==> config.mk <==
export PLATFORM = sky130hd
export DESIGN_NAME = hsgate_top
export DESIGN_NICKNAME = d
export VERILOG_FILES = /design/src/hsgate_chan.v /design/src/hsgate_top.v
export VERILOG_INCLUDE_DIRS = /design/src
export SDC_FILE = /design/constraint.sdc
export NUM_CORES = 1
export LEC_CHECK = 0
export BUFFER_PORTS_ARGS = -buffer_cell sky130_fd_sc_hd__buf_2
export CAP_MARGIN = 25
export CORE_UTILIZATION = 30
export CTS_CLUSTER_DIAMETER = 60
export DETAILED_ROUTE_END_ITERATION = 10
export PLACE_DENSITY_LB_ADDON = 0.2
export SLEW_MARGIN = 5
export SYNTH_ARGS = -nofsm -noshare
export SYNTH_HDL_FRONTEND = slang
export SYNTH_SLANG_ARGS = --single-unit
==> constraint.sdc <==
create_clock -name clk_sys_i -period 1.75 [get_ports clk_sys_i]
set_input_delay 0.2625 -clock clk_sys_i [delete_from_list [all_inputs] [get_ports clk_sys_i]]
set_output_delay 0.2625 -clock clk_sys_i [all_outputs]
set_load 0.1 [all_outputs]
==> src/hsgate_regs.vh <==
// Purpose: Register offsets, fields, reset values and timing counts of the high-side gate gating block
// Assumes: Serial register port with a 10-bit word address and 16-bit data
// Notes:   Included by hsgate_top.v and hsgate_chan.v
`ifndef HSGATE_REGS_VH
`define HSGATE_REGS_VH

// ************************************************************
// Register offsets
// ************************************************************
`define HSG_ADDR_SLEW       10'h18E
`define HSG_ADDR_DRV_CFG    10'h1C5
`define HSG_ADDR_CLK_MON    10'h1C7
`define HSG_ADDR_HEALTH     10'h1D2

// ************************************************************
// Field positions
// ************************************************************
`define HSG_CFG_OVR5_BIT    0
`define HSG_CFG_BOOSTUV_BIT 1
`define HSG_CLK_SHUTOFF_BIT 0
`define HSG_ST_DRVEN_BIT    0
`define HSG_ST_GATEUV_BIT   1
`define HSG_ST_LOGICUV_BIT  2
`define HSG_ST_BOOSTUV_BIT  3
`define HSG_ST_CLKMISS_BIT  4
`define HSG_SLEW_W          2
`define HSG_NUM_CH          5

// ************************************************************
// Reset values
// ************************************************************
`define HSG_RST_SLEW        10'h000
`define HSG_RST_DRV_CFG     2'h0
`define HSG_RST_CLK_MON     1'h0

// ************************************************************
// Serial frame layout and timing
// ************************************************************
`define HSG_FRAME_BITS      6'h20
`define HSG_HDR_BITS        6'h10
`define HSG_FRM_WRITE_BIT   15
`define HSG_READY_TIME_US   300
`define HSG_CLK_MHZ         50
`define HSG_READY_CYCLES    (`HSG_READY_TIME_US * `HSG_CLK_MHZ)

`endif

==> src/hsgate_chan.v <==
// Purpose: One high-side gate command cell
// Assumes: All qualifying inputs are levels already valid in the caller
// Notes:   Purely combinational so that any fault removes the command at once
`timescale 1ns/100ps
`include "hsgate_regs.vh"

module hsgate_chan
(
  input  wire       drive_enable_i,
  input  wire       enable_override_i,
  input  wire       gate_supply_undervoltage_i,
  input  wire       logic_supply_undervoltage_i,
  input  wire       boost_block_i,
  input  wire       clock_permit_i,
  input  wire       hold_off_i,
  input  wire       request_i,
  output wire       gate_cmd_o
);

  wire en_eff;

  assign en_eff = drive_enable_i | enable_override_i;

  // Same path serves a low-side switch; nothing here depends on topology
  assign gate_cmd_o = en_eff
                    & ~gate_supply_undervoltage_i
                    & ~logic_supply_undervoltage_i
                    & ~boost_block_i
                    & clock_permit_i
                    & ~hold_off_i
                    & request_i;

endmodule

==> src/hsgate_top.v <==
// Purpose: High-side gate command gating with serial register access
// Assumes: Serial port pins and enable pin are asynchronous to clk_sys_i
// Notes:   Gate commands are combinational; registers are reached only over the serial port
`timescale 1ns/100ps
`include "hsgate_regs.vh"

// Contract
// Enable pin low forces all gates off; core and serial port keep running. Channel 5 stays on while its override bit is set.
// Present enable pin level is readable in the health status register.
// Logic supply overvoltage shuts the device down and holds gates off.
// Override bit set makes channel 5 ignore the enable pin.
// Gate or logic supply undervoltage holds every gate command low.
// Boost undervoltage forces gates low when that shutoff is enabled.
// Missing clock forces gates low only if shutoff bit set; resets disabled.
// Command high only with enable, no undervoltage, clock permit and request.
// Channel requests come from the microcore logic channel outputs.
// Low command drives gate to power ground, high to gate supply.
// While power-on reset is low every gate is held off.
// Five independent identical channels, each with its own path.
// Each channel selects one of four slew pairs through registers.
// Host waits up to 300 us after reset release before trusting outputs.
// Host should check the serial port once readiness time has passed.
// Any channel may drive a low-side switch with identical gating.
// Gating is combinational so faults remove the command immediately.
module hsgate_top
#(
  parameter READY_CYCLES = `HSG_READY_CYCLES
)
(
  input  wire       clk_sys_i,
  input  wire       rst_i,
  input  wire       power_on_reset_n_i,
  input  wire       drive_enable_i,
  input  wire       gate_supply_undervoltage_i,
  input  wire       logic_supply_undervoltage_i,
  input  wire       boost_undervoltage_i,
  input  wire       logic_supply_overvoltage_i,
  input  wire       pll_unlocked_i,
  input  wire [4:0] channel_request_i,
  input  wire       spi_sclk_i,
  input  wire       spi_csb_i,
  input  wire       spi_mosi_i,
  output wire       spi_miso_o,
  output wire       spi_miso_oe_o,
  output wire [4:0] gate_cmd_o,
  output wire [4:0] gate_pull_up_o,
  output wire [4:0] gate_pull_down_o,
  output wire [9:0] slew_sel_o,
  output wire       ready_o
);

  // ************************************************************
  // Pin synchronisers: sclk, csb, mosi, enable
  // ************************************************************
  reg  [3:0]  s1_q;
  reg  [3:0]  s2_q;
  reg  [3:0]  s3_q;
  reg  [3:0]  lvl_q;
  wire [3:0]  pins;

  assign pins = {drive_enable_i, spi_mosi_i, spi_csb_i, spi_sclk_i};

  genvar g;
  generate
    for (g = 0; g < 4; g = g + 1)
    begin : g_sync
      always @(posedge clk_sys_i)
      begin
        if (rst_i)
        begin
          // Chip select idles high: every stage starts there, else a false select follows reset
          s1_q[g]  <= (g == 1) ? 1'b1 : 1'b0;
          s2_q[g]  <= (g == 1) ? 1'b1 : 1'b0;
          s3_q[g]  <= (g == 1) ? 1'b1 : 1'b0;
          lvl_q[g] <= (g == 1) ? 1'b1 : 1'b0;
        end
        else
        begin
          s1_q[g] <= pins[g];
          s2_q[g] <= s1_q[g];
          s3_q[g] <= s2_q[g];
          if (s2_q[g] == s3_q[g])
          begin
            lvl_q[g] <= s3_q[g];
          end
        end
      end
    end
  endgenerate

  reg  sclk_prev_q;
  wire sclk_rise;
  wire sclk_fall;
  wire csb_lvl;
  wire mosi_lvl;
  wire drven_lvl;

  assign csb_lvl   = lvl_q[1];
  assign mosi_lvl  = lvl_q[2];
  assign drven_lvl = lvl_q[3];
  assign sclk_rise = lvl_q[0] & ~sclk_prev_q & ~csb_lvl;
  assign sclk_fall = ~lvl_q[0] & sclk_prev_q & ~csb_lvl;

  // ************************************************************
  // Registers
  // ************************************************************
  reg  [9:0]  slew_q;
  reg  [1:0]  drv_cfg_q;
  reg         clk_shutoff_q;
  wire        core_rst;

  // Overvoltage resets the serial slave, registers and ready timer like rst_i; the pin synchronisers keep running
  assign core_rst = rst_i | logic_supply_overvoltage_i;

  // ************************************************************
  // Serial slave: 16-bit header {write, 5 spare, 10-bit address}, 16-bit data
  // ************************************************************
  reg  [5:0]  bit_cnt_q;
  reg  [15:0] hdr_q;
  reg  [15:0] din_q;
  reg  [15:0] dout_q;
  reg         miso_q;
  reg         rd_phase_q;
  reg  [15:0] rdata;
  wire [9:0]  addr;
  wire        wr_frame;
  wire        wr_done;

  assign addr     = hdr_q[9:0];
  assign wr_frame = hdr_q[`HSG_FRM_WRITE_BIT];
  assign wr_done  = sclk_rise & (bit_cnt_q == (`HSG_FRAME_BITS - 6'h01)) & wr_frame;

  // Read data mux, unmapped addresses read zero
  always @*
  begin
    rdata = 16'h0000;
    if (addr == `HSG_ADDR_SLEW)
    begin
      rdata = {6'h00, slew_q};
    end
    else if (addr == `HSG_ADDR_DRV_CFG)
    begin
      rdata = {14'h0000, drv_cfg_q};
    end
    else if (addr == `HSG_ADDR_CLK_MON)
    begin
      rdata = {15'h0000, clk_shutoff_q};
    end
    else if (addr == `HSG_ADDR_HEALTH)
    begin
      rdata = {11'h000, pll_unlocked_i, boost_undervoltage_i,
               logic_supply_undervoltage_i, gate_supply_undervoltage_i,
               drven_lvl};
    end
  end

  always @(posedge clk_sys_i)
  begin
    if (core_rst)
    begin
      sclk_prev_q <= 1'b0;
      bit_cnt_q   <= 6'h00;
      hdr_q       <= 16'h0000;
      din_q       <= 16'h0000;
      dout_q      <= 16'h0000;
      miso_q      <= 1'b0;
      rd_phase_q  <= 1'b0;
    end
    else
    begin
      sclk_prev_q <= lvl_q[0];
      if (csb_lvl)
      begin
        // Deselect aborts any partial frame
        bit_cnt_q  <= 6'h00;
        rd_phase_q <= 1'b0;
      end
      else
      begin
        if (sclk_rise)
        begin
          if (bit_cnt_q < `HSG_HDR_BITS)
          begin
            hdr_q <= {hdr_q[14:0], mosi_lvl};
          end
          else
          begin
            din_q <= {din_q[14:0], mosi_lvl};
          end
          if (bit_cnt_q == (`HSG_HDR_BITS - 6'h01))
          begin
            rd_phase_q <= ~hdr_q[`HSG_FRM_WRITE_BIT - 1];
          end
          if (bit_cnt_q != `HSG_FRAME_BITS)
          begin
            bit_cnt_q <= bit_cnt_q + 6'h01;
          end
        end
        if (sclk_fall)
        begin
          if (bit_cnt_q == `HSG_HDR_BITS)
          begin
            miso_q <= rdata[15];
            dout_q <= {rdata[14:0], 1'b0};
          end
          else
          begin
            miso_q <= dout_q[15];
            dout_q <= {dout_q[14:0], 1'b0};
          end
        end
      end
    end
  end

  // Register writes complete on the last rising clock of a write frame
  always @(posedge clk_sys_i)
  begin
    if (core_rst)
    begin
      slew_q        <= `HSG_RST_SLEW;
      drv_cfg_q     <= `HSG_RST_DRV_CFG;
      clk_shutoff_q <= `HSG_RST_CLK_MON;
    end
    else if (wr_done)
    begin
      if (addr == `HSG_ADDR_SLEW)
      begin
        slew_q <= {din_q[8:0], mosi_lvl};
      end
      else if (addr == `HSG_ADDR_DRV_CFG)
      begin
        drv_cfg_q <= {din_q[0], mosi_lvl};
      end
      else if (addr == `HSG_ADDR_CLK_MON)
      begin
        clk_shutoff_q <= mosi_lvl;
      end
    end
  end

  assign spi_miso_o    = miso_q;
  assign spi_miso_oe_o = ~csb_lvl & rd_phase_q;
  assign slew_sel_o    = slew_q;

  // ************************************************************
  // Readiness timer after reset release
  // ************************************************************
  reg  [15:0] rdy_cnt_q;
  reg         ready_q;

  always @(posedge clk_sys_i)
  begin
    if (core_rst | ~power_on_reset_n_i)
    begin
      rdy_cnt_q <= 16'h0000;
      ready_q   <= 1'b0;
    end
    else if (~ready_q)
    begin
      rdy_cnt_q <= rdy_cnt_q + 16'h0001;
      if (rdy_cnt_q == READY_CYCLES[15:0] - 16'h0001)
      begin
        ready_q <= 1'b1;
      end
    end
  end

  assign ready_o = ready_q;

  // ************************************************************
  // Gating, one cell per channel
  // ************************************************************
  wire clock_permit;
  wire boost_block;
  wire hold_off;

  // Enable pin, supplies and clock flag are used raw: no sync delay on shutoff
  assign clock_permit = ~(pll_unlocked_i & clk_shutoff_q);
  assign boost_block  = boost_undervoltage_i & drv_cfg_q[`HSG_CFG_BOOSTUV_BIT];
  assign hold_off     = ~power_on_reset_n_i | logic_supply_overvoltage_i;

  generate
    for (g = 0; g < `HSG_NUM_CH; g = g + 1)
    begin : g_chan
      hsgate_chan u_chan
      (
        .drive_enable_i              (drive_enable_i),
        .enable_override_i           ((g == 4) ? drv_cfg_q[`HSG_CFG_OVR5_BIT] : 1'b0),
        .gate_supply_undervoltage_i  (gate_supply_undervoltage_i),
        .logic_supply_undervoltage_i (logic_supply_undervoltage_i),
        .boost_block_i               (boost_block),
        .clock_permit_i              (clock_permit),
        .hold_off_i                  (hold_off),
        .request_i                   (channel_request_i[g]),
        .gate_cmd_o                  (gate_cmd_o[g])
      );
      assign gate_pull_up_o[g]   = gate_cmd_o[g];
      assign gate_pull_down_o[g] = ~gate_cmd_o[g];
    end
  endgenerate

endmodule

## After elaboration in Yosys (flattened, before gate mapping)

Cells that the tools add are included.
Widths: inputs -> output; s select.

| storage, ports and cells | value |
|---|---|
| bits in registers | 96 |
| input bits | 17 |
| output and inout port bits | 28 |
| logic and storage cells | 107 |

| cells by class | value |
|---|---|
| $add $sub $neg | 2 |
| magnitude comparators | 1 |
| equality and inequality tests | 13 |
| muxes and demuxes | 8 |
| bitwise operators | 46 |
| reduce and logical (&&, ||, !) cells | 9 |

Operator list:

| kind | number |
|---|---|
| $eq 10x9->1 const B | 4 |
| $and 1x1->1 | 24 |
| $not 1->1 | 18 |
| $add 16x1->16 const B | 1 |
| $eq 16x14->1 const B | 1 |
| $mux 16 | 1 |
| $mux 5 | 3 |
| $eq 6x5->1 const B | 2 |
| $mux 10 | 1 |
| $reduce_and 3->1 | 3 |
| $reduce_and 2->1 | 4 |
| $add 6x1->6 const B | 1 |
| $eq 6x4->1 const B | 1 |
| $lt 6x5->1 const B | 1 |
| $ne 6x6->1 const B | 1 |
| $eq 1x1->1 | 4 |
| $or 1x1->1 | 4 |
| $reduce_and 4->1 | 1 |
| $mux 1 | 3 |
| $reduce_or 2->1 | 1 |

## Depth between registers and ports, before layout

Gate-level depths: netlist of run 1.

| logic depth | value |
|---|---|
| depth in word-level cells | 8 |
| depth in mapped cells | 7 |

## By module

A second synthesis of run 1 with hierarchy kept.

| unflattened totals | value |
|---|---|
| cells, all modules | 445 |
| area, all modules | 3981.3 sq um |

Modules (own cells, without submodules):

| module | times used | cells each | area each (sq um) | seq. area each (sq um) |
|---|---|---|---|---|
| hsgate_top | 1 | 430 | 3843.7 | 1901.8 |
| hsgate_chan | 5 | 3 | 27.5 | 0.0 |

## Worst setup path after synthesis of run 1

OpenSTA, ideal clock, no wires.

| timing | value |
|---|---|
| path kind | in2out |
| start | input port logic_supply_undervoltage_i |
| end | output port gate_cmd_o[4] |
| arrival | 2.576 ns |
| required time | 1.487 ns |
| slack | -1.089 ns |
| stages | 5 |
| path through | or4b_1 > a221oi_1 > o211ai_1 > inv_1 > buf_4 |

| on the way | value |
|---|---|
| word-level cells in the longest chain between the ends | 6 |

RTL lines:

| element | line | source |
|---|---|---|
| from (decl) | hsgate_top.v:35 | `input wire logic_supply_undervoltage_i,` |
| $not 1->1 | hsgate_chan.v:27 | `& ~logic_supply_undervoltage_i` |
| $and 1x1->1 | hsgate_chan.v:27 |  |
| $and 1x1->1 | hsgate_chan.v:28 | `& ~boost_block_i` |
| $and 1x1->1 | hsgate_chan.v:29 | `& clock_permit_i` |
| $and 1x1->1 | hsgate_chan.v:30 | `& ~hold_off_i` |
| $and 1x1->1 | hsgate_chan.v:31 | `& request_i;` |
| to (decl) | hsgate_top.v:45 | `output wire [4:0] gate_cmd_o,` |

Every way passes these cells.

## Final worst setup path of run 1

| timing | value |
|---|---|
| start | input port gate_supply_undervoltage_i |
| end | output port gate_cmd_o[3] |

| on the way | value |
|---|---|
| word-level cells in the longest chain between the ends | 7 |

RTL lines:

| element | line | source |
|---|---|---|
| from (decl) | hsgate_top.v:34 | `input wire gate_supply_undervoltage_i,` |
| $not 1->1 | hsgate_chan.v:26 | `& ~gate_supply_undervoltage_i` |
| $and 1x1->1 | hsgate_chan.v:26 |  |
| $and 1x1->1 | hsgate_chan.v:27 |  |
| $and 1x1->1 | hsgate_chan.v:28 |  |
| $and 1x1->1 | hsgate_chan.v:29 |  |
| $and 1x1->1 | hsgate_chan.v:30 |  |
| $and 1x1->1 | hsgate_chan.v:31 |  |

Every way passes these cells.

==> metrics.md, run 1 <==
| Metric | Value |
|---|---|
| # setup viols final | 15 |
| Cell variety after synth | 63 |
| Number of global-route vias before repair | 3326 |
| Top cell type's share of synthesized area | 0.462 |
| Run status | finished with violations |
| Reg clk slew, reported paths | 0.06 ns |
| Mean Syn Cell Area | 8.74 um^2 |
| Ys async rst share | 0 |
| Number of flops mapped to enable cells by yosys | 0 |
| Share of cells above drive strength 1 | 0.235 |
| TritonCTS clock tree | built |
| CP max stage cell | or4b_4 |
| Flop pwr share | 0.505 |
| Top post-synthesis cells by area | dfxtp_1 (46%), a21oi_1 (6.7%), nand2_1 (5.4%) |
| Hold path cells | 2 |
| Unrepaired setup endpoints after global routing | true |
| Drt pass-1 iters | 4 |
| Post-route design area | 5250 um^2 |
| Final WS setup | -0.220 ns |
| Total Routing Usage GR | 0.141 |
| Final worst path period share | 1.13 |
| Fmax | 508 MHz |
| Wirelength per Cell | 13.4 um |
| Final setup skew | 0.00685 ns |
| Insertion delay to the later sink of the worst-skew pair | 0.34 ns |
| Critical hold path startpoint | spi_csb_i |
| Total clock sinks | 95 |
| Residual DRC count | 0 |
| CP delay by family, top | simple AND/OR/NAND/NOR gates |
| Measured slew at the worst slew-check pin | 0.584 ns |
| Initial Util | 0.310 |
| P_int | 3.41 mW |
| Mapped Cells | 471 |
| Cell Chain, Critical Path | buf_6, or4b_4, a221oi_4, and3_4, buf_6, buf_12 |
| Met1 Use GR | 0.166 |
| Largest net degree at the start of global routing | 24 |
| DRT iter0 DRCs | 190 |
| Layout Cells excl Fill | 707 |
| Worst-case clock buffer depth | 2 |
| WHS Endpoint | s1_q[1]$_SDFF_PP1_ |
| Switching part of the total | 0.210 |
| Row count | 42 |
| CTS Hold Bufs | 0 |
| Post-DP HPWL | 6860 um |
| CP Max Fanout | 5 |
| First-pass GRT wire length | 16000 um |
| Maximum vdd drop | 0.480 mV |
| Die area | 14200 um^2 |
| Vias/cell | 4.81 |
| TritonCTS buffer count | 9 |
| Core ar. | 13300 um^2 |
| Placed Cells | 687 |
| Flop2flop setup slack | 0.06 ns |
| Reg2reg end | drv_cfg_q[0]$_SDFFE_PP0P_ |
| Most used cell, CP | buf_6 |
| Total leakage power | 1.80 nW |
| Pre-CTS setup slack | -0.296 ns |
| Required time of the critical path | 1.49 ns |
| Area Growth Syn to Fin | 27.7% |
| Number of synthesized register bits | 95 |
| Power per cell area | 822 nW/um^2 |
| Switch Pwr | 0.905 mW |
| Hold Fails Final Rpt | 0 |
| Netlist Area Pre-Place | 4120 um^2 |
| Hold WS | 0.106 ns |
| Fin Setup TNS | -2.79 ns |
| Setup CP Type | in2out |
| Placed Area | 4760 um^2 |
| Gate power share | 0.031 |
| Startpoint Class | primary input |
| Met2 global-route usage | 0.242 |
| Final WL | 9490 um |
| Critical path depth | 6 |
| PortBufs | 44 |
| Tmin final | 1.97 ns |
| Worst setup EP type | output port |
| DRT antenna net count | 0 |
| Reg2reg start | bit_cnt_q[0]$_SDFFE_PP0P_ |
| CP max stage delay | 0.54 ns |
| Synth Flop Type | dfxtp_1 |
| GRT overflow | 0 |
| Post-Syn Nets | 491 |
| Most common cell in the netlist | dfxtp_1 |
| H-tree Lvls | 3 |
| Nets | 547 |
| CP bufs+invs | 3 |
| Commonest cells post-synth | dfxtp_1 (95), nand2_1 (59), a21oi_1 (55) |
| Failing checks | setup timing |
| Cell taking the most area after synthesis | dfxtp_1 |
| Clock root buffer | clkbuf_16 |
| Clock power share | 0.464 |
| CP arrival | 1.71 ns |
| Initial antenna violation count | 0 |
| Max-cap violations | 0 |
| Yosys warns | 0 |
| Die H | 119 um |
| Grt met3 use | 0.0378 |
| Worst hold path class | in2reg |
| Worst Reg2Reg Path Length in Cells | 8 |
| Total design power | 4.32 mW |
| Pins Over Slew Limit | 0 |
| GR peak layer | met2 |
| Num ports | 45 |
| Seq/Total Area, Yosys | 0.462 |
| Final GP Congestion | 0.788 |
| Die Wd | 119 um |
| N_diodes | 0 |
| Fin util | 0.395 |
| Vias | 3401 |
| Max_slew headroom | 0.610 |
[layer usage]
metal	share of wire	wire length [um]	vias up
li1	-	-	1754
met1	0.45	4230	1582
met3	0.038	363	18
met2	0.49	4660	47
met5	0	0	-
met4	0.025	233	0
[how the worst max path moves through the flow]
stage	endpoint	start	slack, ns
floorplan	gate_cmd_o[4]	logic_supply_undervoltage_i	-1.0
global placement	gate_pull_down_o[2]	logic_supply_undervoltage_i	-0.26
detailed placement	gate_pull_down_o[0]	logic_supply_undervoltage_i	-0.30
CTS	gate_pull_up_o[1]	logic_supply_overvoltage_i	-0.22
global route	gate_pull_up_o[4]	gate_supply_undervoltage_i	-0.28
finish	gate_cmd_o[3]	gate_supply_undervoltage_i	-0.22
[kinds of logic after synthesis]
family	synth area share
and+or+nand+nor	0.254
AOI/OAI and AO/OA	0.150
DFF	0.462
buffers and inverters	0.0596
xor gates and xnor gates	0.0362
muxes	0.0292
adders and majority gates	0.00912
[layout by cell type, fill, tap and decap left out, types with 3 or more instances in the layout]
cell type	n
dfxtp_1	92
nand2_1	58
a21oi_1	55
nor2_1	34
buf_4	29
buf_2	27
o21ai_0	25
nor2b_1	15
nand4_1	13
buf_12	13
mux2i_1	12
nand3_1	12
buf_6	10
inv_1	9
xor2_1	9
clkbuf_16	9
xnor2_1	8
and3_1	7
nor3_1	5
a32oi_1	5
inv_2	4
and3_4	4
o31ai_1	4
or2_2	4
and3b_1	3
nor3b_1	3
ha_1	3
dfxtp_2	3
[power groups by stage]
stage | Sequential [mW] | Clock [mW] | Combinational [mW]
detailed placement | 2.23 | 0 | 0.125
global placement | 2.23 | 0 | 0.124
global route | 2.18 | 2.15 | 0.147
CTS | 2.18 | 2.06 | 0.132
floorplan | 2.23 | 0 | 0.0747
finish | 2.18 | 2.00 | 0.136
[layout make-up]
class / instances / area, um^2
clock buffer: 11 / 253
inverter: 13 / 48.8
multi-input combinational: 329 / 2050
fill: 1356 / 8040
timing repair buffer: 79 / 726
tap: 176 / 220
sequential: 95 / 1910
clock inverter: 4 / 53.8
[state kept, by name, summed over array words and instances (netlist names), 2 cells and up]
name        flops
s3_q            4
hdr_q          16
din_q           9
rdy_cnt_q      16
s2_q            4
bit_cnt_q       6
slew_sel_o     10
drv_cfg_q       2
s1_q            4
dout_q         15
[what timing repair did]
action,in CTS,in global routing
endpoints found under the setup margin,18,39
pin swaps,6,13
setup buffers,0,4
gates resized for setup,24,18
gates cloned,0,1
No activity file was read; power rests on OpenSTA's default activity.
==> run 2, diff against run 1 <==
--- a/config.mk
+++ b/config.mk
@@ -8,10 +8,12 @@
 export LEC_CHECK = 0
 export BUFFER_PORTS_ARGS = -buffer_cell sky130_fd_sc_hd__buf_2
 export CAP_MARGIN = 25
-export CORE_UTILIZATION = 30
+export CELL_PAD_IN_SITES_DETAIL_PLACEMENT = 2
+export CELL_PAD_IN_SITES_GLOBAL_PLACEMENT = 2
+export CORE_UTILIZATION = 32
 export CTS_CLUSTER_DIAMETER = 60
 export DETAILED_ROUTE_END_ITERATION = 10
-export PLACE_DENSITY_LB_ADDON = 0.2
+export PLACE_DENSITY_LB_ADDON = 0.1
 export SLEW_MARGIN = 5
 export SYNTH_ARGS = -nofsm -noshare
 export SYNTH_HDL_FRONTEND = slang
==> run 2 against run 1 <==
Critical path type unchanged; first-iteration DRC count decreased by 14%; the flow still finishes with violations (setup timing); largest power group unchanged; total power decreased by 1.4%; die area decreased by 6.1%.
==> metrics.md, run 2 (synthesis results as in run 1) <==
| Metric | Value |
|---|---|
| Run status | finished with violations |
| Failing checks | setup timing |
| CP arrival | 1.80 ns |
| Startpoint Class | primary input |
| TritonCTS clock tree | built |
| Worst-case clock buffer depth | 2 |
| Die H | 115 um |
| Core ar. | 12600 um^2 |
| Top flop regs | hdr_q (16), rdy_cnt_q (16), dout_q (15) |
| Die Wd | 115 um |
| Post-DP HPWL | 8630 um |
| Initial Util | 0.327 |
| Tmin final | 2.06 ns |
| Required time of the critical path | 1.49 ns |
| PortBufs | 44 |
| Pins Over Slew Limit | 0 |
| Total Routing Usage GR | 0.193 |
| Num ports | 45 |
| CP Max Fanout | 5 |
| First-pass GRT wire length | 19500 um |
| Fmax | 485 MHz |
| # setup viols final | 16 |
| Power per cell area | 799 nW/um^2 |
| Hold Fails Final Rpt | 0 |
| Placed Cells | 684 |
| Unrepaired setup endpoints after global routing | true |
| Layout Cells excl Fill | 707 |
| Residual DRC count | 0 |
| Die area | 13300 um^2 |
| Fill cell count | 1387 |
| N_diodes | 0 |
| H-tree Lvls | 3 |
| Commonest non-fill, non-tap cells in the layout | dfxtp_1 (92), nand2_1 (59), a21oi_1 (55) |
| CP bufs+invs | 3 |
| Largest net degree at the start of global routing | 24 |
| Final GP Congestion | 0.753 |
| DRT iter0 DRCs | 164 |
| GRT overflow | 0 |
| Measured slew at the worst slew-check pin | 0.565 ns |
| Most common cell after layout, fill and taps aside | dfxtp_1 |
| Post-route design area | 5320 um^2 |
| DRT antenna net count | 0 |
| Initial antenna violation count | 0 |
| Final setup skew | 0.0100 ns |
| CP delay by family, top | compound AO/OA/AOI/OAI gates |
| Total design power | 4.26 mW |
| Share of cells above drive strength 1 | 0.252 |
| Final worst path period share | 1.18 |
| Drt pass-1 iters | 4 |
| Reg clk slew, reported paths | 0.08 ns |
| Setup CP Type | in2out |
| Wirelength per Cell | 17.3 um |
| Cell Chain, Critical Path | buf_6, or4b_4, a221oi_4, o211ai_1, inv_2, buf_12 |
| Maximum vdd drop | 0.467 mV |
| Final WS setup | -0.314 ns |
| Nets | 550 |
| Max_slew headroom | 0.623 |
| Hold WS | 0.0912 ns |
| Worst hold path class | in2reg |
| CP max stage delay | 0.54 ns |
| Total clock sinks | 95 |
| Number of global-route vias before repair | 3786 |
| Placed Area | 4790 um^2 |
| Insertion delay to the later sink of the worst-skew pair | 0.36 ns |
| Area Growth Syn to Fin | 29.3% |
| Vias/cell | 5.09 |
| CP max stage cell | or4b_4 |
| TritonCTS buffer count | 9 |
| Row count | 41 |
| Worst setup EP type | output port |
| CTS Hold Bufs | 0 |
| Total leakage power | 1.82 nW |
| Clock root buffer | clkbuf_16 |
| Final WL | 12200 um |
| Max-cap violations | 0 |
| Vias | 3599 |
run 2: final timing paths:
kind	start	end	slack, ns	cells after the start
worst max-delay path	gate_supply_undervoltage_i	gate_pull_up_o[4]	-0.31	6
worst min-delay path	spi_csb_i	s1_q[1]$_SDFF_PP1_	0.09	2
worst max register to register	bit_cnt_q[1]$_SDFFE_PP0P_	bit_cnt_q[2]$_SDFFE_PP0P_	0	7
worst min register to register	s1_q[2]$_SDFF_PP0_	s2_q[2]$_SDFF_PP0_	0.45	1
run 2: worst reg2reg max path: cells and delay by family (launching register included):
kind / cells / cell delay [ns]
and+or+nand+nor: 2 / 0.47
DFF: 1 / 0.34
AOI/OAI and AO/OA: 1 / 0.30
buffers and inverters: 2 / 0.22
xor gates and xnor gates: 1 / 0.20
adders and majority gates: 1 / 0.12
run 2: routing by layer:
metal	global-route usage	share of wire
met5	0	0
met4	0.0442	0.010
met3	0.0496	0.023
met2	0.360	0.55
met1	0.218	0.42
run 2: repair_timing:
item | in CTS | in global routing
pin swaps | 10 | 6
setup endpoints to repair | 43 | 37
gates resized for setup | 34 | 22
gates cloned | 1 | 0
setup buffers | 3 | 4
run 2: layout make-up:
class	count	area, um^2	area share
inverters	13	51.3	0.00964
well taps	172	215	0.0404
repair buffers	82	782	0.147
flip-flops and latches	95	1910	0.358
clock inverters	7	60.1	0.0113
multi-input cells	329	2080	0.391
clock buffers	9	225	0.0423
run 2: stage by stage:
step / worst slack (ns) / setup TNS (ns) / utilization
after global routing: -0.362 / -4.71 / 0.423
after CTS: -0.272 / -3.69 / 0.415
final: -0.314 / -4.03 / 0.423
after global placement: -0.264 / -3.74 / 0.381
after floorplan: -0.999 / -3.41 / -
after detailed placement: -0.392 / -6.38 / 0.381
run 2: report_power, final:
group	switching [mW]	total (mW)	internal [mW]
Combinational	0.0876	0.146	0.0586
Clock	0.938	1.93	0.992
Sequential	0.00627	2.18	2.17
==> run 3, diff against run 2 <==
--- a/config.mk
+++ b/config.mk
@@ -13,8 +13,10 @@
 export CORE_UTILIZATION = 32
 export CTS_CLUSTER_DIAMETER = 60
 export DETAILED_ROUTE_END_ITERATION = 10
+export GPL_TIMING_DRIVEN = 0
 export PLACE_DENSITY_LB_ADDON = 0.1
 export SLEW_MARGIN = 5
 export SYNTH_ARGS = -nofsm -noshare
 export SYNTH_HDL_FRONTEND = slang
 export SYNTH_SLANG_ARGS = --single-unit
+export TNS_END_PERCENT = 10
==> run 3 against run 2 <==
The flow still finishes with violations (setup timing); critical path depth unchanged; routed wire length fell by 2.8%; final area fell by 3.0%; combinational power shrank 7%; flip-flop and latch count stayed put; critical path type unchanged; highest routed layer unchanged.
==> metrics.md, run 3 (synthesis results as in run 1) <==
| Metric | Value |
|---|---|
| TritonCTS buffer count | 9 |
| Required time of the critical path | 1.49 ns |
| Vias/cell | 5.06 |
| Clock root buffer | clkbuf_16 |
| Area Growth Syn to Fin | 25.5% |
| # setup viols final | 22 |
| Nets | 547 |
| Final WS setup | -0.311 ns |
| Final GP Congestion | 0.843 |
| CP Max Fanout | 5 |
| H-tree Lvls | 3 |
| Hold Fails Final Rpt | 0 |
| CP arrival | 1.80 ns |
| Total clock sinks | 95 |
| Initial Util | 0.327 |
| Maximum vdd drop | 0.339 mV |
| Core ar. | 12600 um^2 |
| GRT overflow | 0 |
| Gate power share | 0.031 |
| Power per cell area | 847 nW/um^2 |
| Tmin final | 2.06 ns |
| Final WL | 11900 um |
| Most common cell after layout, fill and taps aside | dfxtp_1 |
| Worst Reg2Reg Path Length in Cells | 6 |
| Fin Setup TNS | -4.05 ns |
| Measured slew at the worst slew-check pin | 0.579 ns |
| First-pass GRT wire length | 19500 um |
| Fill cell count | 1404 |
| Reg2reg end | slew_sel_o[8]$_SDFFE_PP0P_ |
| Largest net degree at the start of global routing | 15 |
| N_diodes | 0 |
| Vias | 3551 |
| CP max stage delay | 0.53 ns |
| Startpoint Class | primary input |
| Final worst path period share | 1.18 |
| PortBufs | 44 |
| Die H | 115 um |
| Wirelength per Cell | 17.0 um |
| Final setup skew | 0.00510 ns |
| CP endpoint | gate_pull_up_o[1] |
| Worst setup EP type | output port |
| Die area | 13300 um^2 |
| Failing checks | setup timing |
| Pins Over Slew Limit | 0 |
| Fmax | 485 MHz |
| Row count | 41 |
| Reg2reg start | csb_lvl$_SDFFE_PP1N_ |
| Max-cap violations | 0 |
| Run status | finished with violations |
| Area of the multi-input gates | 2070 um^2 |
| Share of cells above drive strength 1 | 0.208 |
| Flop pwr share | 0.498 |
| Commonest non-fill, non-tap cells in the layout | dfxtp_1 (92), nand2_1 (59), a21oi_1 (51) |
| Unrepaired setup endpoints after global routing | true |
| Initial antenna violation count | 0 |
| Reg clk slew, reported paths | 0.06 ns |
| Flop2flop setup slack | -0.04 ns |
| TritonCTS clock tree | built |
| Number of global-route vias before repair | 3813 |
| Top flop regs | hdr_q (16), rdy_cnt_q (16), dout_q (15) |
| Insertion delay to the later sink of the worst-skew pair | 0.35 ns |
| Switching part of the total | 0.210 |
| Fin util | 0.411 |
| Setup CP Type | in2out |
| DRT antenna net count | 0 |
| Cell Chain, Critical Path | buf_6, or4b_4, a221oi_4, and3_1, buf_4, buf_8 |
| Worst Setup SP | gate_supply_undervoltage_i |
| CP max stage cell | or4b_4 |
| Worst-case clock buffer depth | 2 |
| FF+latch area | 1910 um^2 |
| Post-DP HPWL | 8530 um |
| Die Wd | 115 um |
| Total leakage power | 1.75 nW |
| Worst hold path class | in2reg |
| Total Routing Usage GR | 0.192 |
| Drt pass-1 iters | 4 |
| Residual DRC count | 0 |
| Num ports | 45 |
| DRT iter0 DRCs | 140 |
| P_int | 3.46 mW |
| Max_slew headroom | 0.614 |
| Clock power share | 0.471 |
| Switch Pwr | 0.917 mW |
run 3: changes by cell type in the layout (fill, tap and decap cells not counted), moves of 5 or more:
cell,delta
buf_12,-10
inv_1,+7
o21ai_0,-8
inv_2,-6
buf_8,+5
o21ai_1,+7
buf_4,-18
clkbuf_1,+12
inv_6,-5
run 3: power by group through the flow:
stage	Sequential [mW]	Combinational [mW]	Clock (mW)
CTS	2.18	0.137	2.11
floorplan	2.23	0.0702	0
detailed placement	2.23	0.119	0
global route	2.18	0.147	2.19
finish	2.18	0.136	2.06
global placement	2.23	0.116	0
run 3: layout make-up:
| cell class | count | area share |
|---|---|---|
| multi-input combinational | 329 | 0.401 |
| sequential | 95 | 0.370 |
| timing repair buffer | 45 | 0.0751 |
| buffer | 34 | 0.0453 |
| clock buffer | 10 | 0.0443 |
| tap | 172 | 0.0417 |
| clock inverter | 4 | 0.0141 |
| inverter | 13 | 0.00945 |
run 3: worst max-delay path: cells and delay by family:
kind	cells	cell delay [ns]
and+or+nand+nor	2	0.80
buffers and inverters	3	0.42
AOI/OAI and AO/OA	1	0.30
run 3: how the worst min path moves through the flow:
| stage | from | endpoint | slack, ns | depth (start not counted) |
|---|---|---|---|---|
| floorplan | rst_i | s1_q[2]$_SDFF_PP0_ | 0.33 | 1 |
| global placement | s1_q[1]$_SDFF_PP1_ | s2_q[1]$_SDFF_PP1_ | 0.42 | 1 |
| global route | spi_csb_i | s1_q[1]$_SDFF_PP1_ | 0.10 | 2 |
| CTS | spi_csb_i | s1_q[1]$_SDFF_PP1_ | 0.1 | 2 |
| finish | spi_csb_i | s1_q[1]$_SDFF_PP1_ | 0.10 | 2 |
| detailed placement | s1_q[3]$_SDFF_PP0_ | s2_q[3]$_SDFF_PP0_ | 0.43 | 1 |
run 3: metrics by stage:
step	setup WS (ns)	cells	area [um^2]	hold slack, ns	total power, mW
floorplan	-1.00	471	4130	0.334	2.30
global placement	-0.586	687	4560	0.421	2.34
detailed placement	-0.620	687	4560	0.429	2.35
CTS	-0.293	702	5130	0.0989	4.42
global route	-0.373	702	5160	0.105	4.52
finish	-0.311	702	5160	0.104	4.37
run 3: timing repair:
action                                  CTS  global route
endpoints found under the setup margin   54            58
resized for setup                        67            22
buffers inserted                          1             0
hold buffers                              0             0
pin swaps                                 8             5
run 3: metal layers:
layer  share of wire  routed length (um)  vias to the layer above  track usage
met4           0.015                 176                        0       0.0701
met3           0.016                 196                       14       0.0322
met1            0.44                5270                     1749        0.229
li1                -                   -                     1762            -
met2            0.53                6260                       26        0.345
met5               0                   0                        -            0
